File: config.mk
export PLATFORM = sky130hd
export DESIGN_NAME = flash_block_access
export DESIGN_NICKNAME = d
export VERILOG_FILES = /design/src/pkg/flash_access_pkg.sv /design/src/design/flash_block_access.sv
export SDC_FILE = /design/constraint.sdc
export NUM_CORES = 2
export LEC_CHECK = 0
export ABC_AREA = 1
export BUFFER_PORTS_ARGS = -buffer_cell sky130_fd_sc_hd__buf_2
export CORE_MARGIN = 1
export CORE_UTILIZATION = 45
export CTS_BUF_LIST = sky130_fd_sc_hd__clkbuf_8
export DETAILED_ROUTE_END_ITERATION = 10
export GPL_ROUTABILITY_DRIVEN = 0
export SYNTH_ARGS = -nofsm -noshare
export SYNTH_HDL_FRONTEND = slang
export SYNTH_SLANG_ARGS = --single-unit
File: constraint.sdc
create_clock -name clk -period 28.8 [get_ports clk]
set_input_delay 1.44 -clock clk [delete_from_list [all_inputs] [get_ports clk]]
set_output_delay 1.44 -clock clk [all_outputs]
set_load 0.005 [all_outputs]
File: src/pkg/flash_access_pkg.sv
// Shared constants, enumerations and carrier types of the flash block access block.
package flash_access_pkg;

  // Bus geometry: each command code occupies one aligned 32-bit word.
  localparam int ADR_W = 10;
  localparam int BLOCK_BYTES = 32;
  localparam int BUF_OFS_W = 5;
  localparam int COUNT_W = 6;

  // Command codes, used as word indexes; byte address is four times the code.
  localparam logic [7:0] IDX_CONTROL    = 8'h00;
  localparam logic [7:0] IDX_CLASS      = 8'h3e;
  localparam logic [7:0] IDX_BLOCK      = 8'h3f;
  localparam logic [7:0] IDX_BUF_FIRST  = 8'h40;
  localparam logic [7:0] IDX_BUF_LAST   = 8'h5f;
  localparam logic [7:0] IDX_CHECKSUM   = 8'h60;
  localparam logic [7:0] IDX_SETUP      = 8'h61;
  localparam logic [7:0] IDX_APP_STATUS = 8'h6a;

  // Setup values and manufacturer block selectors.
  localparam logic [7:0] SETUP_GENERAL  = 8'h00;
  localparam logic [7:0] MFR_SEL_FIRST  = 8'h01;
  localparam logic [7:0] MFR_SEL_SECOND = 8'h02;
  localparam logic [7:0] CHECKSUM_BASE  = 8'hff;

  // Control status word layout.
  localparam int SEALED_BIT      = 13;
  localparam int FULL_ACCESS_BIT = 14;
  localparam logic [15:0] SEAL_SUBCMD = 16'h0020;

  // Byte positions inside the key block of flash.
  localparam int UNSEAL_KEY0_OFS = 0;
  localparam int UNSEAL_KEY1_OFS = 2;
  localparam int FULL_KEY0_OFS   = 4;
  localparam int FULL_KEY1_OFS   = 6;
  localparam int APP_STATUS_OFS  = 8;

  typedef enum logic [1:0] {
    MODE_FULL     = 2'b00,
    MODE_UNSEALED = 2'b01,
    MODE_SEALED   = 2'b10
  } mode_t;

  typedef enum logic [1:0] {
    ST_IDLE   = 2'b00,
    ST_LOAD   = 2'b01,
    ST_COMMIT = 2'b10
  } state_t;

  typedef enum logic [1:0] {
    KEY_NONE        = 2'b00,
    KEY_UNSEAL_HALF = 2'b01,
    KEY_FULL_HALF   = 2'b10
  } key_step_t;

  // Classic Wishbone request from the master.
  typedef struct packed {
    logic             cyc;
    logic             stb;
    logic             we;
    logic [ADR_W-1:0] adr;
    logic [3:0]       sel;
    logic [31:0]      dat;
  } wb_req_t;

endpackage
File: src/design/flash_block_access.sv
// Command-space buffer, flash commit path and key-based security modes of the gauge.
//
// Function
// - Read-only byte at 0x6a returns the stored application status flash byte.
// - Writing 0x00 to setup at 0x61 copies the selected block into the buffer.
// - Buffer holds 32 bytes at 0x40..0x5f, readable by the host and writable unless sealed.
// - Single buffer bytes can be read or rewritten by their offset alone.
// - Buffer goes to flash only after a correct block checksum written at 0x60.
// - Block select picks the 32-byte block; buffer address is 0x40 plus offset mod 32.
// - More than 32 buffer writes since the last load or commit set overflow, which blocks the commit.
// - No written value is range-checked or rejected.
// - Committed flash survives reset; reset never restores old contents.
// - A 64-byte manufacturer information area lives in flash as two 32-byte blocks.
// - Unsealed with setup 0x00, manufacturer area uses the general access procedure.
// - Sealed or setup nonzero: block select 1 or 2 loads a manufacturer block.
// - Manufacturer block commits after valid checksum; read-only when sealed.
// - Three modes; full allows all access, unsealed all but key block commits, sealed denies general flash.
// - Only full-access mode may write the transition keys.
// - Unseal and full-access transitions need two consecutive key writes; any other control write aborts.
// - Sealed flag set while sealed, cleared on the correct unseal key pair.
// - Full-access flag cleared on the correct full-access key pair.
// - Each key is two 2-byte flash words, updatable only in full-access mode.
// - Writing 0x01 to setup selects manufacturer-block selection behaviour.
// - When sealed, class select and block select cannot reach general flash.
//
// The Wishbone register port was chosen for this implementation.
`timescale 1ns/1ps
module flash_block_access
  import flash_access_pkg::*;
#(
  parameter int         GEN_CLASSES     = 4,
  parameter int         BLOCKS_PER_CLASS = 2,
  parameter logic [7:0] MFR_CLASS_ID    = 8'h3a,
  parameter logic [7:0] KEY_CLASS_ID    = 8'h70
) (
  // Clock and reset.
  input  wire logic        clk,
  input  wire logic        reset_n,
  // Wishbone slave.
  input  wire wb_req_t     wb_req,
  output logic [31:0]      wb_dat_o,
  output logic             wb_ack_o,
  // Security status.
  output logic             sealed_flag,
  output logic             full_access_flag
);

  localparam int GEN_BLOCKS = GEN_CLASSES * BLOCKS_PER_CLASS;
  localparam int MFR_BASE   = GEN_BLOCKS;
  localparam int KEY_BASE   = GEN_BLOCKS + 2;
  localparam int TOTAL      = GEN_BLOCKS + 3;
  localparam int IDX_W      = $clog2(TOTAL);

  ////////////////////////////////////////////////////////////////////////////////
  // State.

  mode_t                mode;
  mode_t                next_mode;
  state_t               state;
  state_t               next_state;
  key_step_t            key_step;
  key_step_t            next_key_step;
  logic [7:0]           class_select;
  logic [7:0]           next_class_select;
  logic [7:0]           block_select;
  logic [7:0]           next_block_select;
  logic [7:0]           block_access_setup;
  logic [7:0]           next_block_access_setup;
  logic [7:0]           block_checksum_byte;
  logic [7:0]           next_block_checksum_byte;
  logic [COUNT_W-1:0]   wr_count;
  logic [COUNT_W-1:0]   next_wr_count;
  logic                 overflow;
  logic                 next_overflow;
  logic [7:0]           flash_block_buffer [BLOCK_BYTES];
  logic [7:0]           next_flash_block_buffer [BLOCK_BYTES];
  logic [31:0]          next_wb_dat_o;
  logic                 next_wb_ack_o;
  logic                 next_sealed_flag;
  logic                 next_full_access_flag;

  // Flash storage: general blocks, two manufacturer blocks, one key block.
  logic [7:0]           flash_mem [TOTAL][BLOCK_BYTES];

  ////////////////////////////////////////////////////////////////////////////////
  // Target block decode.

  logic                 mfr_path;
  logic                 tgt_valid;
  logic                 tgt_is_key;
  logic [IDX_W-1:0]     tgt_idx;
  logic [15:0]          gen_idx;

  always_comb begin
    // Sealed mode always uses the manufacturer selection, so general flash is unreachable.
    mfr_path   = (mode == MODE_SEALED) || (block_access_setup != SETUP_GENERAL);
    gen_idx    = 16'(32'(class_select) * BLOCKS_PER_CLASS + 32'(block_select));
    tgt_valid  = 1'b0;
    tgt_is_key = 1'b0;
    tgt_idx    = '0;
    if (mfr_path) begin
      tgt_valid = (block_select == MFR_SEL_FIRST) || (block_select == MFR_SEL_SECOND);
      tgt_idx   = IDX_W'(MFR_BASE + int'(block_select == MFR_SEL_SECOND));
    end else if (class_select == MFR_CLASS_ID) begin
      tgt_valid = (block_select < 8'h02);
      tgt_idx   = IDX_W'(MFR_BASE + int'(block_select[0]));
    end else if (class_select == KEY_CLASS_ID) begin
      tgt_valid  = (block_select == 8'h00);
      tgt_is_key = 1'b1;
      tgt_idx    = IDX_W'(KEY_BASE);
    end else begin
      tgt_valid = (32'(class_select) < GEN_CLASSES) && (32'(block_select) < BLOCKS_PER_CLASS);
      tgt_idx   = IDX_W'(gen_idx);
    end
  end

  ////////////////////////////////////////////////////////////////////////////////
  // Checksum and keys.

  logic [7:0]  data_sum;
  logic [15:0] unseal_key0_sw;
  logic [15:0] unseal_key1_sw;
  logic [15:0] full_key0_sw;
  logic [15:0] full_key1_sw;

  always_comb begin
    data_sum = 8'h00;
    for (int i = 0; i < BLOCK_BYTES; i++) begin
      data_sum = data_sum + flash_block_buffer[i];
    end
  end

  // The host sends each key word byte-swapped relative to the stored order.
  always_comb begin
    unseal_key0_sw = {flash_mem[KEY_BASE][UNSEAL_KEY0_OFS+1], flash_mem[KEY_BASE][UNSEAL_KEY0_OFS]};
    unseal_key1_sw = {flash_mem[KEY_BASE][UNSEAL_KEY1_OFS+1], flash_mem[KEY_BASE][UNSEAL_KEY1_OFS]};
    full_key0_sw   = {flash_mem[KEY_BASE][FULL_KEY0_OFS+1], flash_mem[KEY_BASE][FULL_KEY0_OFS]};
    full_key1_sw   = {flash_mem[KEY_BASE][FULL_KEY1_OFS+1], flash_mem[KEY_BASE][FULL_KEY1_OFS]};
  end

  ////////////////////////////////////////////////////////////////////////////////
  // Bus decode.

  logic                 req;
  logic                 wr;
  logic                 wr_byte;
  logic                 wr_word;
  logic [7:0]           idx;
  logic [7:0]           wbyte;
  logic [15:0]          wword;
  logic                 idx_buf;
  logic [BUF_OFS_W-1:0] buf_ofs;

  always_comb begin
    req     = wb_req.cyc && wb_req.stb && !wb_ack_o && (state == ST_IDLE);
    wr      = req && wb_req.we;
    wr_byte = wr && wb_req.sel[0];
    wr_word = wr && (wb_req.sel[1:0] == 2'b11);
    idx     = wb_req.adr[ADR_W-1:2];
    wbyte   = wb_req.dat[7:0];
    wword   = wb_req.dat[15:0];
    idx_buf = (idx >= IDX_BUF_FIRST) && (idx <= IDX_BUF_LAST);
    buf_ofs = idx[BUF_OFS_W-1:0];
  end

  ////////////////////////////////////////////////////////////////////////////////
  // Next-state logic.

  logic commit_ok;

  always_comb begin
    next_mode                = mode;
    next_state               = state;
    next_key_step            = key_step;
    next_class_select        = class_select;
    next_block_select        = block_select;
    next_block_access_setup  = block_access_setup;
    next_block_checksum_byte = block_checksum_byte;
    next_wr_count            = wr_count;
    next_overflow            = overflow;
    next_flash_block_buffer  = flash_block_buffer;
    next_wb_ack_o            = req;
    next_wb_dat_o            = 32'h0000_0000;
    // A commit needs a full block's correct checksum and the right permissions.
    commit_ok = tgt_valid && !overflow && (mode != MODE_SEALED)
             && (wbyte == CHECKSUM_BASE - data_sum)
             && (!tgt_is_key || mode == MODE_FULL);

    case (state)
      ST_IDLE: begin
        if (wr_byte && idx_buf && mode != MODE_SEALED) begin
          // Stored as given; a single offset write touches only that byte.
          next_flash_block_buffer[buf_ofs] = wbyte;
          if (wr_count > COUNT_W'(BLOCK_BYTES - 1)) begin
            next_overflow = 1'b1;
          end else begin
            next_wr_count = wr_count + COUNT_W'(1);
          end
        end
        if (wr_byte && idx == IDX_CLASS && mode != MODE_SEALED) begin
          next_class_select = wbyte;
        end
        if (wr_byte && idx == IDX_BLOCK) begin
          next_block_select = wbyte;
          next_state        = ST_LOAD;
        end
        if (wr_byte && idx == IDX_SETUP && mode != MODE_SEALED) begin
          next_block_access_setup = wbyte;
          next_state              = ST_LOAD;
        end
        if (wr_byte && idx == IDX_CHECKSUM) begin
          next_block_checksum_byte = wbyte;
          if (commit_ok) begin
            next_state = ST_COMMIT;
          end
        end
        if (wr_word && idx == IDX_CONTROL) begin
          // Any control write that is not the expected second key aborts a pending pair.
          next_key_step = KEY_NONE;
          if (key_step == KEY_UNSEAL_HALF && wword == unseal_key0_sw
              && mode == MODE_SEALED) begin
            next_mode = MODE_UNSEALED;
          end else if (key_step == KEY_FULL_HALF && wword == full_key0_sw
                       && mode == MODE_UNSEALED) begin
            next_mode = MODE_FULL;
          end else if (wword == unseal_key1_sw && mode == MODE_SEALED) begin
            next_key_step = KEY_UNSEAL_HALF;
          end else if (wword == full_key1_sw && mode == MODE_UNSEALED) begin
            next_key_step = KEY_FULL_HALF;
          end else if (wword == SEAL_SUBCMD && mode != MODE_SEALED) begin
            next_mode = MODE_SEALED;
          end
        end
        if (req && !wb_req.we) begin
          if (idx_buf) begin
            next_wb_dat_o = {24'h00_0000, flash_block_buffer[buf_ofs]};
          end else if (idx == IDX_CONTROL) begin
            next_wb_dat_o[SEALED_BIT]      = sealed_flag;
            next_wb_dat_o[FULL_ACCESS_BIT] = full_access_flag;
          end else if (idx == IDX_CLASS && mode != MODE_SEALED) begin
            next_wb_dat_o = {24'h00_0000, class_select};
          end else if (idx == IDX_BLOCK) begin
            next_wb_dat_o = {24'h00_0000, block_select};
          end else if (idx == IDX_CHECKSUM) begin
            next_wb_dat_o = {24'h00_0000, block_checksum_byte};
          end else if (idx == IDX_SETUP && mode != MODE_SEALED) begin
            next_wb_dat_o = {24'h00_0000, block_access_setup};
          end else if (idx == IDX_APP_STATUS) begin
            next_wb_dat_o = {24'h00_0000, flash_mem[KEY_BASE][APP_STATUS_OFS]};
          end
        end
      end
      ST_LOAD: begin
        for (int i = 0; i < BLOCK_BYTES; i++) begin
          next_flash_block_buffer[i] = tgt_valid ? flash_mem[tgt_idx][i] : 8'h00;
        end
        next_wr_count = '0;
        next_overflow = 1'b0;
        next_state    = ST_IDLE;
      end
      ST_COMMIT: begin
        next_wr_count = '0;
        next_state    = ST_IDLE;
      end
      default: begin
        next_state = ST_IDLE;
      end
    endcase

    next_sealed_flag      = (next_mode == MODE_SEALED);
    next_full_access_flag = (next_mode != MODE_FULL);
  end

  ////////////////////////////////////////////////////////////////////////////////
  // Registers.

  always_ff @(posedge clk or negedge reset_n) begin
    if (!reset_n) begin
      mode                <= MODE_FULL;
      state               <= ST_IDLE;
      key_step            <= KEY_NONE;
      class_select        <= 8'h00;
      block_select        <= 8'h00;
      block_access_setup  <= SETUP_GENERAL;
      block_checksum_byte <= 8'h00;
      wr_count            <= '0;
      overflow            <= 1'b0;
      wb_dat_o            <= 32'h0000_0000;
      wb_ack_o            <= 1'b0;
      sealed_flag         <= 1'b0;
      full_access_flag    <= 1'b0;
      for (int i = 0; i < BLOCK_BYTES; i++) begin
        flash_block_buffer[i] <= 8'h00;
      end
    end else begin
      mode                <= next_mode;
      state               <= next_state;
      key_step            <= next_key_step;
      class_select        <= next_class_select;
      block_select        <= next_block_select;
      block_access_setup  <= next_block_access_setup;
      block_checksum_byte <= next_block_checksum_byte;
      wr_count            <= next_wr_count;
      overflow            <= next_overflow;
      wb_dat_o            <= next_wb_dat_o;
      wb_ack_o            <= next_wb_ack_o;
      sealed_flag         <= next_sealed_flag;
      full_access_flag    <= next_full_access_flag;
      flash_block_buffer  <= next_flash_block_buffer;
    end
  end

  // Flash cells deliberately have no reset so committed data survives it.
  always_ff @(posedge clk) begin
    if (state == ST_COMMIT) begin
      for (int i = 0; i < BLOCK_BYTES; i++) begin
        flash_mem[tgt_idx][i] <= flash_block_buffer[i];
      end
    end
  end

endmodule

After elaboration in Yosys (flattened, before gate mapping)

Memory sizes are Yosys's and may differ from the RTL's.
Index checks and enable logic that the tools add are counted.

Magnitude comparators: 8
Add/sub/neg operators: 36
Shift operators: 0
Divide/modulo/power cells: 0
Equal/unequal tests: 27
$mul: 0
Multiplexer cells: 84
Reductions and logical operators: 56
Bitwise operators: 1

Operator list:

| operator            | count |
|---|---|
| $pmux 256 s2        | 1 |
| $mux 8              | 36 |
| $bwmux 256          | 1 |
| $mux 256            | 1 |
| $add 8x8->8         | 31 |
| $mux 32             | 7 |
| $eq 16x16->1        | 4 |
| $bmux 8 s5          | 1 |
| $demux 8 s5         | 1 |
| $mux 2              | 17 |
| $eq 8x7->1 const B  | 4 |
| $logic_and 1x1->1   | 32 |
| $eq 8x6->1 const B  | 3 |
| $mux 17             | 1 |
| $eq 16x6->1 const B | 1 |
| $logic_not 8->1     | 2 |
| $lt 8x2->1 const B  | 2 |
| $mux 13             | 1 |
| $mux 4              | 3 |
| $mux 6              | 2 |
| $pmux 6 s2          | 1 |
| $reduce_and 2->1    | 6 |
| $eq 2x2->1 const B  | 5 |
| $mux 1              | 10 |
| 25 further kinds    | 39 |

Memories kept: 1
Input port bits: 51
RAM bits: 2816
Latch bits: 0
Word-level logic and storage cells: 258
Output and inout bits: 35
Bits in registers: 336
Bits in read-only memories: 0

Memory list:

| name      | words | bits a word | rd ports | clocked after memory_dff | wr ports | RTL line                 | RTL |
|---|---|---|---|---|---|---|---|
| flash_mem | 11    | 256         | 2        | 0                        | 1        | flash_block_access.sv:83 | `logic [7:0] flash_mem [TOTAL][BLOCK_BYTES];` |

Depth between registers and ports, before layout

Depth in word-level cells: 38
Depth in mapped cells: 31

Least setup slack after synthesis

Ideal clock, no wire load.

Path kind: register to register
From: register block_select[1]
To: memory flash_mem[10][0] in the netlist's numbering (enable)
Path buffers: 2
Data arrival time: 12.882 ns
Library setup time: 0.878 ns
Stages on the path, launching flop included: 11
Clock period less this slack: 13.760 ns
Required time: 27.922 ns
Slack: 15.040 ns
Cells stage by stage: dfrtp_1 > ha_1 > fa_1 > xnor2_1 > xor2_1 > nor2_1 > nand2_1 > clkbuf_1 > clkbuf_1 > nand3_1 > nor2_1

Word-level cells in the longest chain between the ends: 4
Elaborated cells between the ends (all ways): 6
Classes of those cells: add/sub (2); eq/ne (1); mux (3)

Ends and longest elaborated chain:

| what                     | RTL line                  | RTL |
|---|---|---|
| start: declaration       | flash_block_access.sv:65  | `logic [7:0] block_select;` |
| start signal: assignment | flash_block_access.sv:300 | `block_select <= next_block_select;` |
| $add 4x4->4              | flash_block_access.sv:97  | `gen_idx = 16'(32'(class_select) * BLOCKS_PER_CLASS + 32'(block_select));` |
| $mux 4                   | flash_block_access.sv:107 | `end else if (class_select == KEY_CLASS_ID) begin` |
| $mux 4                   | flash_block_access.sv:104 | `end else if (class_select == MFR_CLASS_ID) begin` |
| $mux 4 (*)               | flash_block_access.sv:101 | `if (mfr_path) begin` |
| end: declaration         | flash_block_access.sv:83  |  |

Mark *: on every way between the ends. The rest lies on a longest branch, timed or not.

Worst setup path in the final report

From: register flash_block_buffer[32] in the netlist's numbering
To: register state[1]

Word-level cells in the longest chain between the ends: 12

Ends and longest elaborated chain:

| what                     | RTL line                  | RTL |
|---|---|---|
| start: declaration       | flash_block_access.sv:75  | `logic [7:0] flash_block_buffer [BLOCK_BYTES];` |
| start signal: assignment | flash_block_access.sv:309 | `flash_block_buffer <= next_flash_block_buffer;` |
| $add 8x8->8 (5 in a row) | flash_block_access.sv:129 | `data_sum = data_sum + flash_block_buffer[i];` |
| $sub 8x8->8              | flash_block_access.sv:186 | `&& (wbyte == CHECKSUM_BASE - data_sum)` |
| $eq 8x8->1               | flash_block_access.sv:186 |  |
| $logic_and 1x1->1        | flash_block_access.sv:186 |  |
| $logic_and 1x1->1        | flash_block_access.sv:187 | `&& (!tgt_is_key \|\| mode == MODE_FULL);` |
| $mux 2                   | flash_block_access.sv:213 | `if (commit_ok) begin` |
| $mux 2                   | flash_block_access.sv:211 | `if (wr_byte && idx == IDX_CHECKSUM) begin` |
| $mux 2                   | flash_block_access.sv:189 | `case (state)` |
| net next_state[1]        | flash_block_access.sv:60  | `state_t next_state;` |
| end signal: assignment   | flash_block_access.sv:297 | `state <= next_state;` |
| end: declaration         | flash_block_access.sv:59  | `state_t state;` |

The timed path passes the listed nets, and every way through them passes these cells.
A chain may end at the register's enable or synchronous reset.

==> impl_metrics.env <==
export IMPL_status="finished clean"
export IMPL_fill_cells=26200
export IMPL_fin_setup_tns_ns=0
export IMPL_htreeDepth=6
export IMPL_p_leak_nw=58.9
export IMPL_detailed_place_hpwl_um=215000
export IMPL_setup_viol=0
export IMPL_max_slew_margin_rel=0.0306
export IMPL_worstPathRequired_ns=29.79
export IMPL_initial_core_util=0.454
export IMPL_routed_wl_um=433000
export IMPL_cts_tree="built"
export IMPL_ant_nets=0
export IMPL_worst_slew_pin_transition_ns=1.45
export IMPL_synthCells=12400
export IMPL_fmax_ghz=0.129
export IMPL_worstSetupStartpoint="flash_block_buffer[32]$_DFFE_PN0P_"
export IMPL_synth_top_area_cell="edfxtp_1"
export IMPL_io_buffers=43
export IMPL_critPathKind="flip-flop to flip-flop"
export IMPL_vias_per_cell=5.67
export IMPL_path_max_fanout=14
export IMPL_synth_top_flop_cell="edfxtp_1"
export IMPL_crit_top_cell="fa_1"
export IMPL_die_area_sq_mm=0.302
export IMPL_reg2reg_from="flash_block_buffer[32]$_DFFE_PN0P_"
export IMPL_grt_pass1_vias=91700
export IMPL_syn2layout_area_growth_pct=9.99
export IMPL_post_route_min_period_ns=7.76
export IMPL_grt_ovfl_total=0
export IMPL_drive_gt1_frac=0.0763
export IMPL_grt_pass1_wl_um=626000
export IMPL_power_density_mw_per_mm2=60.9
export IMPL_stdcell_area_sq_mm=0.149
export IMPL_synth_most_common_cell="nor2_1"
export IMPL_synth_edf_count=2816
export IMPL_ios=86
export IMPL_yosysSeqAreaShare=0.684
export IMPL_hold_class="input pin to async pin"
export IMPL_worstPathArrival_ns=8.76
export IMPL_end_kind="flip-flop"
export IMPL_crit_path_top_delay_cell="dfrtp_1"
export IMPL_drt_iter0_drc=10800
export IMPL_cts_root_buf="clkbuf_8"
export IMPL_dp_slack_ns=21.15
export IMPL_max_stage_delay_ns=0.84
export IMPL_worstSkewPairLatency_ns=1.07
export IMPL_ir_drop_uv=40.4
export IMPL_grt_max_degree=168
export IMPL_hold_viol=0
export IMPL_cts_resized=0
export IMPL_final_setup_worst_slack_ns=21.04
export IMPL_cts_setup_buffers=0
export IMPL_finClkSkew_ns=0.0792
export IMPL_routed_via_count=95300
export IMPL_post_drt_wl_per_cell_um=25.8
export IMPL_drt_pass1_iter_count=7
export IMPL_period_share=0.270
export IMPL_rsz0062_at_grt="no"
export IMPL_maxCapViolCount=0
export IMPL_drv_slew=0
export IMPL_synthArstFlopShare=0.100
export IMPL_cts_max_path_buffers=4
export IMPL_netlist_top_cells_area="edfxtp_1, nor2_1, nand2_1, dfrtp_1, fa_1"
export IMPL_antenna_found_initial=21
export IMPL_yosysWarnings=0
export IMPL_synth_commonest_cells="nor2_1, edfxtp_1, nand2_1, o21ai_0, a21oi_1"
export IMPL_syn_avg_cell_area_sq_um=10.9
export IMPL_synth_top_area_frac=0.626
export IMPL_cts_sinks=3130
export IMPL_fin_util=0.499
export IMPL_grt_use_total=0.284
export IMPL_clk_pin_slew_ns=0.06
export IMPL_r2r_setup_slack_ns=21.04
export IMPL_die_h_um=550
export IMPL_core_sq_mm=0.298
export IMPL_row_count=200
export IMPL_holdBufCountCts=0
export IMPL_ys_seq_elements=3130
export IMPL_start_kind="flip-flop"
export IMPL_route_detailed_drc=0
export IMPL_dpl_cell_area_sq_mm=0.139
export IMPL_ys_types=53
export IMPL_fp_dieW_um=550
export IMPL_syn_cell_area_sq_mm=0.135
export IMPL_cts_buffers=523
export IMPL_nets=12700
metrics by stage:
| stage | power, W | std cells | hold WS, ns |
|---|---|---|---|
| 6_report | 0.00905 | 16800 | 0.432 |
| 5_1_grt | 0.00931 | 16800 | 0.444 |
| 4_1_cts | 0.00909 | 16800 | 0.420 |
| 3_5_place_dp | 0.00534 | 15800 | 0.477 |
| 3_3_place_gp | 0.00533 | 15800 | 0.470 |
| 2_1_floorplan | 0.00520 | 12400 | 0.453 |
layout make-up:
cell class	instances	area, sq um	area share
well taps	3939	4930	0.0332
clock buffers	603	8300	0.0558
clock inverters	343	1720	0.0116
repair buffers	196	1620	0.0109
flip-flops and latches	3130	92400	0.622
diodes	19	47.5	0.000320
multi-input cells	8176	38100	0.256
inverters	391	1490	0.0101
per-layer routing:
metal,up-vias,global-route usage,share of wire
met5,-,0,0.00016
met3,974,0.0558,0.10
met4,10,0.122,0.044
met1,47300,0.380,0.39
li1,41800,-,-
met2,5219,0.451,0.46
path summary, 6_finish.rpt:
check / to / depth (start not counted)
worst max-delay path: state[1]$_DFF_PN0_ / 28
worst min-delay path: flash_block_buffer[240]$_DFFE_PN0P_ / 1
worst max register to register: state[1]$_DFF_PN0_ / 28
worst min register to register: block_checksum_byte[1]$_DFFE_PN0P_ / 2
max in group asynchronous: flash_block_buffer[7]$_DFFE_PN0P_ / 4
min in group clk: block_checksum_byte[1]$_DFFE_PN0P_ / 2
registers in the layout, summed over array words and instances, names as in the netlist, 2 cells and up:
register             count
class_select             8
wr_count                 6
wb_dat_o                10
mode                     2
block_select             8
block_access_setup       8
flash_block_buffer     256
flash_mem             2816
key_step                 2
state                    2
block_checksum_byte      8
logic make-up after synthesis:
logic type | share of synthesized area
AO/OA/AOI/OAI | 0.0740
other | 0.0000278
adder cells (fa/ha/maj) | 0.0320
flip-flops | 0.684
buffers and inverters | 0.0361
XOR/XNOR | 0.00551
AND/OR/NAND/NOR | 0.168
power breakdown:
group	total [W]	switching [W]	internal (W)
clock network	0.00380	0.00182	0.00198
registers	0.00494	0.0000281	0.00491
logic	0.000320	0.000220	0.0000998
worst max-delay path: cells and delay by family (launching register included):
| kind | cells | cell delay, ns |
|---|---|---|
| adders and majority gates | 9 | 4.43 |
| xor gates and xnor gates | 4 | 0.84 |
| buffers and inverters | 6 | 0.43 |
| and+or+nand+nor | 6 | 0.74 |
| AOI/OAI and AO/OA | 3 | 0.43 |
| DFF | 1 | 0.84 |
layout by cell type, fill, tap and decap left out, types with 10 or more instances in the layout:
cell type and n:
nor2_1 3394, edfxtp_1 2816, nand2_1 2311, o21ai_0 767
a21oi_1 632, clkbuf_8 603, inv_1 584, o21ai_1 369
dfrtp_1 314, fa_1 197, o22ai_1 137, buf_4 133
clkinv_1 55, nand3_1 50, xor2_1 48, buf_2 42
nor2_4 39, xnor2_1 37, nand4_1 32, clkinv_2 30
ha_1 30, conb_1 22, clkinvlp_4 21, buf_12 20
diode_2 19, nor3_1 14, inv_6 13, inv_2 11
inv_8 11, or2_2 10, nand3b_1 10, nor4_1 10
No activity file was read; power rests on OpenSTA's default activity.
